==> config.mk <==
export PLATFORM = sky130hd
export DESIGN_NAME = ccs_ctrl
export DESIGN_NICKNAME = d
export VERILOG_FILES = /design/src/core/ccs_pkg.sv /design/src/core/ccs_ctrl.sv /design/src/core/ccs_slot_fmt.sv
export VERILOG_INCLUDE_DIRS = /design/src /design/src/core
export SDC_FILE = /design/constraint.sdc
export NUM_CORES = 1
export LEC_CHECK = 0
export BUFFER_PORTS_ARGS = -buffer_cell sky130_fd_sc_hd__buf_2
export CAP_MARGIN = 30
export CORE_MARGIN = 3
export CORE_UTILIZATION = 52
export CTS_CLUSTER_SIZE = 14
export DETAILED_ROUTE_END_ITERATION = 10
export HOLD_SLACK_MARGIN = 0.15
export PLACE_DENSITY = 0.88
export SETUP_SLACK_MARGIN = 0.15
export SYNTH_ARGS = -nofsm -noshare
export SYNTH_HDL_FRONTEND = slang
export SYNTH_SLANG_ARGS = --single-unit
export TNS_END_PERCENT = 10
==> constraint.sdc <==
create_clock -name i_clk -period 2.2 [get_ports i_clk]
set_input_delay 0.11 -clock i_clk [delete_from_list [all_inputs] [get_ports i_clk]]
set_output_delay 0.11 -clock i_clk [all_outputs]
set_load 0.005 [all_outputs]
==> src/core/ccs_consts.svh <==
// offsets, field positions, reset values and encodings of the secondary command block
// assumes a single 25 MHz clock and APB access with 32-bit data
//
// Contract
// - a codec select value of 00 sends secondary transactions to the primary codec.
// - the codec reset pin follows the reset control bit, low while the bit is zero.
// - the reset control bit clears at reset, so the codec stays in reset until software sets it.
// - the codec reset pin is not used in the I2S mode.
// - a write sends the whole address byte to the codec in the command slot, in place for the mode.
// - the index field selects the codec register that the pending transaction reaches.
// - on a read the hardware overwrites the index field with the address returned by the codec.
// - all eight bits of the address register are read/write and reset to zero.
// - command data is 16 bits in the AC '97 modes and 8 bits in general and dedicated modes.
// - on a read the status data returned by the codec lands in the command data register.
`ifndef CCS_CONSTS_SVH
`define CCS_CONSTS_SVH

`define CCS_ADDR_W 18
`define CCS_DATA_W 32
// register indices; byte address is four times the index
`define CCS_IDX_ADDR 16'hffdb
`define CCS_IDX_CTRL 16'hffdc
`define CCS_IDX_DATA 16'hffdd
`define CCS_IDX_STAT 16'hffde
// control register fields
`define CCS_CTRL_RST 0
`define CCS_CTRL_SEL_HI 2
`define CCS_CTRL_SEL_LO 1
`define CCS_CTRL_MODE_HI 5
`define CCS_CTRL_MODE_LO 4
`define CCS_CTRL_RST_VAL 6'h00
`define CCS_CTRL_WMASK 6'h37
// address register fields
`define CCS_ADR_RW 7
// in the dedicated codec mode the read flag sits at byte bit 5, slot bit 13
`define CCS_ADR_RW_DED 5
`define CCS_ADR_IDX_HI 6
`define CCS_ADR_RST_VAL 8'h00
`define CCS_DATA_RST_VAL 16'h0000
`define CCS_SEL_PRIMARY 2'h0
// status register fields
`define CCS_STAT_BUSY 0
`define CCS_STAT_RDWAIT 1

`endif

==> src/core/ccs_pkg.sv <==
// types shared by the secondary command block
// assumes the constants header is compiled alongside
package ccs_pkg;
    // port mode, software selected
    typedef enum logic [1:0] {
        CCS_MODE_AC97,
        CCS_MODE_I2S,
        CCS_MODE_GP,
        CCS_MODE_DED
    } ccs_mode_t;
    // transaction sequencer
    typedef enum logic [1:0] {
        CCS_ST_IDLE,
        CCS_ST_SLOT,
        CCS_ST_STATUS
    } ccs_state_t;
endpackage

==> src/core/ccs_ctrl.sv <==
// secondary command/status control of the codec port, APB slave
// assumes frame timing logic on the same clock gives the command slot strobe
// and returns read answers as a one-cycle strobe with address and data
//
// Register access over APB is this design's own decision.
`timescale 1ns/1ps
`include "ccs_consts.svh"
module ccs_ctrl
    import ccs_pkg::*;
(
    input wire logic i_clk,
    input wire logic i_rst_n,
    input wire logic i_psel,
    input wire logic i_penable,
    input wire logic i_pwrite,
    input wire logic [`CCS_ADDR_W-1:0] i_paddr,
    input wire logic [`CCS_DATA_W-1:0] i_pwdata,
    output logic [`CCS_DATA_W-1:0] o_prdata,
    output logic o_pready,
    output logic o_pslverr,
    input wire logic i_cmd_slot,
    input wire logic i_status_valid,
    input wire logic [7:0] i_status_addr,
    input wire logic [15:0] i_status_data,
    output logic o_slot_valid,
    output logic [15:0] o_slot_addr_word,
    output logic [15:0] o_slot_data_word,
    output logic o_slot_secondary,
    output logic o_codec_reset_out_n,
    output ccs_mode_t o_mode
);
    logic ack_r, ack_nxt;
    logic [`CCS_DATA_W-1:0] rdata_r, rdata_nxt;
    logic err_r, err_nxt;
    logic [5:0] ctrl_r, ctrl_nxt;
    logic [7:0] addr_r, addr_nxt;
    logic [15:0] data_r, data_nxt;
    ccs_state_t state_r, state_nxt;
    logic rst_pin_r, rst_pin_nxt;
    logic [15:0] idx;
    logic hit_addr, hit_ctrl, hit_data, hit_stat, hit_any;
    logic access, wr_en, load;
    ccs_mode_t mode;
    logic secondary;
    logic rd_req;

    // decode; the two low address bits only pick the byte and are ignored
    assign idx = i_paddr[`CCS_ADDR_W-1:2];
    assign hit_addr = (idx == `CCS_IDX_ADDR);
    assign hit_ctrl = (idx == `CCS_IDX_CTRL);
    assign hit_data = (idx == `CCS_IDX_DATA);
    assign hit_stat = (idx == `CCS_IDX_STAT);
    assign hit_any = hit_addr | hit_ctrl | hit_data | hit_stat;
    assign access = i_psel & i_penable;
    // writes land only at the edge where pready is seen high
    assign wr_en = access & ack_r & i_pwrite & hit_any;

    assign mode = ccs_mode_t'(ctrl_r[`CCS_CTRL_MODE_HI:`CCS_CTRL_MODE_LO]);
    assign secondary = (ctrl_r[`CCS_CTRL_SEL_HI:`CCS_CTRL_SEL_LO] != `CCS_SEL_PRIMARY);
    // read flag moves with the mode, else a dedicated-mode read never waits for its answer
    assign rd_req = (mode == CCS_MODE_DED) ? addr_r[`CCS_ADR_RW_DED] : addr_r[`CCS_ADR_RW];

    // one wait state so read data can come straight from a flop
    always_comb begin
        ack_nxt = 1'b0;
        rdata_nxt = rdata_r;
        err_nxt = err_r;
        if (access && !ack_r) begin
            ack_nxt = 1'b1;
            err_nxt = !hit_any;
            rdata_nxt = '0;
            case (1'b1)
                hit_addr: rdata_nxt[7:0] = addr_r;
                hit_ctrl: rdata_nxt[5:0] = ctrl_r;
                hit_data: rdata_nxt[15:0] = data_r;
                hit_stat: begin
                    rdata_nxt[`CCS_STAT_BUSY] = (state_r != CCS_ST_IDLE);
                    rdata_nxt[`CCS_STAT_RDWAIT] = (state_r == CCS_ST_STATUS);
                end
                default: rdata_nxt = '0;
            endcase
        end
    end

    always_ff @(posedge i_clk) begin
        if (!i_rst_n) begin
            ack_r <= 1'b0;
            rdata_r <= '0;
            err_r <= 1'b0;
        end else begin
            ack_r <= ack_nxt;
            rdata_r <= rdata_nxt;
            err_r <= err_nxt;
        end
    end

    assign o_pready = ack_r;
    assign o_prdata = rdata_r;
    assign o_pslverr = ack_r & err_r;

    // control register: reset control, codec select and port mode
    always_comb begin
        ctrl_nxt = ctrl_r;
        if (wr_en && hit_ctrl) begin
            ctrl_nxt = i_pwdata[5:0] & `CCS_CTRL_WMASK;
        end
    end

    always_ff @(posedge i_clk) begin
        if (!i_rst_n) begin
            ctrl_r <= `CCS_CTRL_RST_VAL;
        end else begin
            ctrl_r <= ctrl_nxt;
        end
    end

    // sequencer: a loaded byte waits for the next command slot, goes out once,
    // and a read then waits for the codec answer
    always_comb begin
        state_nxt = state_r;
        load = 1'b0;
        case (state_r)
            CCS_ST_IDLE: begin
                if (wr_en && hit_addr && mode != CCS_MODE_I2S) begin
                    state_nxt = CCS_ST_SLOT;
                end
            end
            CCS_ST_SLOT: begin
                if (mode == CCS_MODE_I2S) begin
                    state_nxt = CCS_ST_IDLE;
                end else if (i_cmd_slot) begin
                    load = 1'b1;
                    if (rd_req) begin
                        state_nxt = CCS_ST_STATUS;
                    end else begin
                        state_nxt = CCS_ST_IDLE;
                    end
                end
            end
            CCS_ST_STATUS: begin
                if (i_status_valid || mode == CCS_MODE_I2S) begin
                    state_nxt = CCS_ST_IDLE;
                end
            end
            default: state_nxt = CCS_ST_IDLE;
        endcase
        // a fresh load during a wait restarts the sequence with the new byte
        if (state_r != CCS_ST_IDLE && wr_en && hit_addr && mode != CCS_MODE_I2S) begin
            state_nxt = CCS_ST_SLOT;
        end
    end

    always_ff @(posedge i_clk) begin
        if (!i_rst_n) begin
            state_r <= CCS_ST_IDLE;
        end else begin
            state_r <= state_nxt;
        end
    end

    // address and data registers; a codec answer wins over a software write
    // in the same cycle so the returned index is never lost
    always_comb begin
        addr_nxt = addr_r;
        data_nxt = data_r;
        if (wr_en && hit_addr) begin
            addr_nxt = i_pwdata[7:0];
        end
        if (wr_en && hit_data) begin
            data_nxt = i_pwdata[15:0];
        end
        if (state_r == CCS_ST_STATUS && i_status_valid) begin
            addr_nxt[`CCS_ADR_IDX_HI:0] = i_status_addr[`CCS_ADR_IDX_HI:0];
            if (mode == CCS_MODE_AC97) begin
                data_nxt = i_status_data;
            end else begin
                data_nxt = {8'h00, i_status_data[7:0]};
            end
        end
    end

    always_ff @(posedge i_clk) begin
        if (!i_rst_n) begin
            addr_r <= `CCS_ADR_RST_VAL;
            data_r <= `CCS_DATA_RST_VAL;
        end else begin
            addr_r <= addr_nxt;
            data_r <= data_nxt;
        end
    end

    // reset pin: follows the control bit, parked high in I2S where it has no use
    always_comb begin
        rst_pin_nxt = ctrl_nxt[`CCS_CTRL_RST];
        if (ccs_mode_t'(ctrl_nxt[`CCS_CTRL_MODE_HI:`CCS_CTRL_MODE_LO]) == CCS_MODE_I2S) begin
            rst_pin_nxt = 1'b1;
        end
    end

    always_ff @(posedge i_clk) begin
        if (!i_rst_n) begin
            rst_pin_r <= 1'b0;
        end else begin
            rst_pin_r <= rst_pin_nxt;
        end
    end

    assign o_codec_reset_out_n = rst_pin_r;
    assign o_mode = mode;

    // slot words for the frame timing logic
    ccs_slot_fmt u_fmt (
        .i_clk(i_clk),
        .i_rst_n(i_rst_n),
        .i_load(load),
        .i_mode(mode),
        .i_addr(addr_r),
        .i_data(data_r),
        .i_secondary(secondary),
        .o_valid(o_slot_valid),
        .o_addr_word(o_slot_addr_word),
        .o_data_word(o_slot_data_word),
        .o_secondary(o_slot_secondary)
    );
endmodule

==> src/core/ccs_slot_fmt.sv <==
// builds the command slot words handed to the frame timing logic
// assumes i_load is a one-cycle pulse on the command slot strobe
`timescale 1ns/1ps
`include "ccs_consts.svh"
module ccs_slot_fmt
    import ccs_pkg::*;
(
    input wire logic i_clk,
    input wire logic i_rst_n,
    input wire logic i_load,
    input wire ccs_mode_t i_mode,
    input wire logic [7:0] i_addr,
    input wire logic [15:0] i_data,
    input wire logic i_secondary,
    output logic o_valid,
    output logic [15:0] o_addr_word,
    output logic [15:0] o_data_word,
    output logic o_secondary
);
    logic valid_r, valid_nxt;
    logic sec_r, sec_nxt;
    logic [15:0] addr_r, addr_nxt;
    logic [15:0] data_r, data_nxt;

    // address byte sits in the top byte so bit 5 reaches slot bit 13
    always_comb begin
        valid_nxt = i_load;
        addr_nxt = addr_r;
        data_nxt = data_r;
        sec_nxt = sec_r;
        if (i_load) begin
            addr_nxt = {i_addr, 8'h00};
            sec_nxt = i_secondary;
            if (i_mode == CCS_MODE_AC97) begin
                data_nxt = i_data;
            end else begin
                data_nxt = {8'h00, i_data[7:0]};
            end
        end
    end

    // slot words and select are held between slots so the timing logic may shift late; valid is one cycle
    always_ff @(posedge i_clk) begin
        if (!i_rst_n) begin
            valid_r <= 1'b0;
            addr_r <= 16'h0000;
            data_r <= 16'h0000;
            sec_r <= 1'b0;
        end else begin
            valid_r <= valid_nxt;
            addr_r <= addr_nxt;
            data_r <= data_nxt;
            sec_r <= sec_nxt;
        end
    end

    assign o_valid = valid_r;
    assign o_addr_word = addr_r;
    assign o_data_word = data_r;
    assign o_secondary = sec_r;
endmodule

======== Word-level counts from Yosys, hierarchy flattened ========
Cells that the tools add are included.
operators by class
  $add $sub $neg .......................... 0
  $mul .................................... 0
  div/mod/pow operators ................... 0
  order comparisons ....................... 0
  equal/unequal tests ..................... 16
  shift-type cells ........................ 0
  mux-type cells .......................... 33
  bitwise operators ....................... 9
  reductions and logical operators ........ 21
operators with widths
  operator              number
  $eq 16x16->1 const B  4
  $mux 16               4
  $mux 2                12
  $mux 8                3
  $mux 7                2
  $mux 4                3
  $logic_and 1x1->1     9
  $reduce_bool 2->1     4
  $mux 1                7
  $eq 2x1->1 const B    3
  $mux 6                1
  $ne 3x3->1 const B    2
  $pmux 2 s3            1
  $reduce_and 3->1      2
  $and 1x1->1           5
  $eq 2x2->1 const B    2
  $logic_not 2->1       2
  $ne 2x1->1 const B    2
  $ne 4x4->1 const B    1
  $ne 3x1->1 const B    1
  $or 1x1->1            3
  $logic_not 1->1       2
  $ne 2x2->1 const B    1
  $reduce_or 2->1       1
  other kinds (2)       2
storage, ports and cells
  register bits ........................... 76
  latch bits .............................. 0
  RAM bits ................................ 0
  ROM bits ................................ 0
  input port bits ......................... 81
  output and inout port bits .............. 71
  logic and storage cells ................. 94
  memories ................................ 0

======== Longest topological paths before layout ========
  word-level depth ........................ 10
  gate-level depth with buffers ........... 7
  depth with buffers taken out ............ 4

======== Modules after synthesis ========
A second synthesis with hierarchy kept.
unflattened totals
  cell total of the unflattened synthesis .. 422
  area, all modules ....................... 3,816.2 um2
by module, submodules not included
  module        times used  cells each  area each (um2)  seq. area each (um2)
  ccs_ctrl      1           322         2,693.8          1,001.0
  ccs_slot_fmt  1           100         1,122.3          520.5

======== Worst setup path after synthesis ========
No wires, ideal clock.
  path kind ............................... register -> register
  start ................................... register ack_r (netlist: o_pready)
  end ..................................... register rst_pin_r (netlist: o_codec_reset_out_n)
  setup time .............................. 0.078 ns
  arrival ................................. 1.448 ns
  data required time ...................... 2.122 ns
  setup slack ............................. 0.674 ns
  cell stages (with the launch flop) ...... 5
  buffers on the path ..................... 0
  clock period less this slack ............ 1.526 ns
  path through ............................ dfxtp_1 > nand4_2 > nor4_2 > a211oi_1 > nor3_1
on the way
  longest elaborated chain between the ends .. 7
ends and longest elaborated chain
  element                     RTL line         text
  start: declaration          ccs_ctrl.sv:32   logic ack_r, ack_nxt;
  start signal: assignment    ccs_ctrl.sv:91   ack_r <= ack_nxt;
  $and 1x1->1 * (3 in a row)  ccs_ctrl.sv:56   assign wr_en = access & ack_r & i_pwrite & hit_any;
  $logic_and 1x1->1 *         ccs_ctrl.sv:104  if (wr_en && hit_ctrl) begin
  $mux 6 *                    ccs_ctrl.sv:104
  $eq 2x1->1                  ccs_ctrl.sv:195  if (ccs_mode_t'(ctrl_nxt[`CCS_CTRL_MODE_HI:`CCS_CTRL_MODE_LO]) == CCS_MODE_I2S) begin
  $mux 1 *                    ccs_ctrl.sv:195
  end signal: assignment      ccs_ctrl.sv:204  rst_pin_r <= rst_pin_nxt;
  end: declaration            ccs_ctrl.sv:39   logic rst_pin_r, rst_pin_nxt;
Mark *: on every way between the ends. The rest lies on a longest branch, timed or not.
A chain may end at the register's enable or synchronous reset.

======== Final worst setup path ========
  start ................................... input port i_rst_n
  end ..................................... register data_r[11]
RTL lines
  element                 RTL line         text
  start: declaration      ccs_ctrl.sv:12   input wire logic i_rst_n,
  end signal: assignment  ccs_ctrl.sv:185  data_r <= `CCS_DATA_RST_VAL;
  end signal: assignment  ccs_ctrl.sv:188  data_r <= data_nxt;
  end: declaration        ccs_ctrl.sv:37   logic [15:0] data_r, data_nxt;
No word-level cell between the ends.

==> run summary <==
Multi-input gate area -> 1810 sq um
flip-flop and latch area -> 1520 sq um
worst endpoint required time -> 2.49 ns
Worst-Margin Slew -> 0.839 ns
vias in the first global route -> 4020
Final #Nets -> 664
clock transition at the registers of the reported paths -> 0.08 ns
Die ar. -> 7920 sq um
ys flop type -> dfxtp_1
core box area -> 6490 sq um
fmax -> 497 MHz
Hold Vio Cnt, Final -> 0
post-synthesis sequential area ratio -> 0.425
worst hold path class -> in -> reg
final std cells w/o fill -> 665
Mapped Area -> 3580 sq um
dpl cells -> 607
final core occ -> 0.733
logic gate share of total power -> 0.085
Post-DP Area -> 4110 sq um
Filler Cell Count -> 440
GR Util met3 -> 0.0737
largest net degree at the start of global routing -> 47
Seq cells post-synth -> 76
wire per inst -> 18.9 um
Setup TNS -> 0 ns
# rows -> 29
share of cells above drive strength 1 -> 0.272
Setup Buffers After CTS -> 0
H-tree depth -> 3
busiest grt layer -> met2
status -> complete, no violations
TritonCTS Buffers -> 9
Total Power -> 2.79 mW
crit-path cells -> dlygate4sd3_1, buf_2, clkinvlp_4, buf_4, a311oi_1, dlygate4sd3_1
WP data arrival -> 2.31 ns
via count -> 4229
Int Pwr -> 2.12 mW
cell area after layout -> 4760 sq um
Sequential Power Share -> 0.499
CP max FO -> 25
Remaining Overflow, GRT -> 0
clock buffer depth -> 2
num ports -> 152
RSZ-0062 raised after global routing -> no
DR vias/cell -> 6.36
cell taking the most area after synthesis -> dfxtp_1
Placer Congestion -> 0.904
drt initial violations -> 477
Total GRT Usage -> 0.314
CP max stage cell -> dlygate4sd3_1
Worst Setup Start Kind -> primary input
Clk pwr share -> 0.417
grt met1 use -> 0.390
NetSw -> 0.664 mW
Post-synth EDFFs -> 0
minimum clock period -> 2.01 ns
Pleak -> 1.97 nW
met2 Resource Use GR -> 0.499
WS Path Type -> in -> reg
crit-path most repeated cell -> dlygate4sd3_1
yosys warns -> 0
most common cell in the synthesized netlist -> dfxtp_1
Port Buffer Count -> 108
clk sinks -> 76
Critical Path End Type -> flip-flop
# Max-Cap Violations -> 0
Antenna Violating Nets Remaining -> 0
Worst VDD drop -> 0.000412 V
CTS tree -> built
Sw Share -> 0.238
Slew Viols, Final -> 0
die height -> 89.0 um
synth cell count leaders -> dfxtp_1, a21oi_1, nand2_1, o21ai_0, nand3_1
hpwl dp -> 7.56 mm
Crit path largest cell delay -> 0.61 ns
global-route wire length before repair -> 19.1 mm
initial core utilization -> 0.551
root buf cell -> clkbuf_8
relative slew slack -> 0.439
fin crit share -> 0.915
Die X -> 89.0 um
worst skew pair latency -> 0.36 ns
ranking of synthesized cells by area -> dfxtp_1, a21oi_1, o21ai_0, buf_4, nand2_1
endpoints failing setup -> 0
Yosys top cell area share -> 0.425
Mean Syn Cell Area -> 8.10 sq um
initial antenna violation count -> 0
residual DRC count -> 0
antenna diode count -> 0
library cells used by synthesis -> 50
drt pass-1 iters -> 6
Async SR Flop Fraction -> 0
Mapped Cells -> 442
Area Overhead vs Synth -> 33.0%
clock skew -> 0.00798 ns
power per cell area -> 585 nW/um^2
DRT Wirelength -> 12.5 mm
-- state kept, by name, summed over array words and instances (netlist names) --
register / count
addr_r: 8
ctrl_r: 5
data_r: 16
err_r: 1
o_codec_reset_out_n: 1
o_prdata: 16
o_pready: 1
state_r: 2
u_fmt.o_addr_word: 8
u_fmt.o_data_word: 16
u_fmt.o_secondary: 1
u_fmt.o_valid: 1
-- metal layers --
| metal | vias to the layer above | part of all wire |
|---|---|---|
| met2 | 390 | 0.46 |
| met3 | 101 | 0.13 |
| met1 | 1901 | 0.36 |
| met5 | - | 0 |
| met4 | 0 | 0.057 |
| li1 | 1837 | - |
-- area by class of cell --
| type | instances | area share |
|---|---|---|
| multi-input cells | 324 | 0.379 |
| clock buffers | 9 | 0.0260 |
| repair buffers | 168 | 0.232 |
| well taps | 77 | 0.0202 |
| clock inverters | 7 | 0.0192 |
| flip-flops and latches | 76 | 0.320 |
| inverters | 4 | 0.00394 |
-- critical path: cells and delay by family --
kind | cells | cell delay, ns
buffers and inverters | 5 | 1.92
AOI/OAI and AO/OA | 1 | 0.27
-- layout by cell type, fill, tap and decap left out, types with 10 or more instances in the layout --
master         netlist  layout
nand2_1             48      48
o21ai_0             43      43
buf_4               26      16
o21ai_1             10      10
dlygate4sd3_1        0      42
buf_2                5     108
a31oi_1             16      16
dfxtp_1             76      75
nand3_1             34      34
a21oi_1             57      57
conb_1               1      24
nor2_1              16      15
-- stage by stage --
stage               hold slack, ns  setup WS [ns]
finish                       0.167          0.187
global placement             0.398          0.442
global route                 0.163          0.164
detailed placement           0.405          0.363
CTS                          0.152          0.192
floorplan                    0.248          0.674
-- power groups by stage --
stage	clock network, mW	registers (mW)	logic, mW
floorplan	0	1.42	0.105
global placement	0	1.42	0.176
detailed placement	0	1.42	0.179
CTS	1.16	1.39	0.221
global route	1.22	1.39	0.252
finish	1.16	1.39	0.236
-- timing repair --
action	CTS	global route
gates resized for setup	0	7
endpoints found under the hold margin	33	0
setup endpoints to repair	0	12
hold buffers	42	0
-- cells by family (layout without fill, tap and decap cells) --
family                 count (synthesis)  after routing  synth area share
AO/OA/AOI/OAI                        149            149             0.237
AND/OR/NAND/NOR                      149            149             0.233
flip-flops                            76             76             0.425
buffers and inverters                 65            188            0.0996
other                                  1             24           0.00105
XOR/XNOR                               1              1           0.00245
multiplexers                           1              1           0.00280
-- worst paths after layout --
path,startpoint,end,slack (ns),depth (start not counted)
max,i_rst_n,data_r[11],0.19,6
min,i_paddr[4],err_r,0.17,3
max reg2reg,ctrl_r[5],data_r[11],0.22,5
min reg2reg,o_prdata[13],o_prdata[13],0.45,2
(Power assumes the default switching activity.)
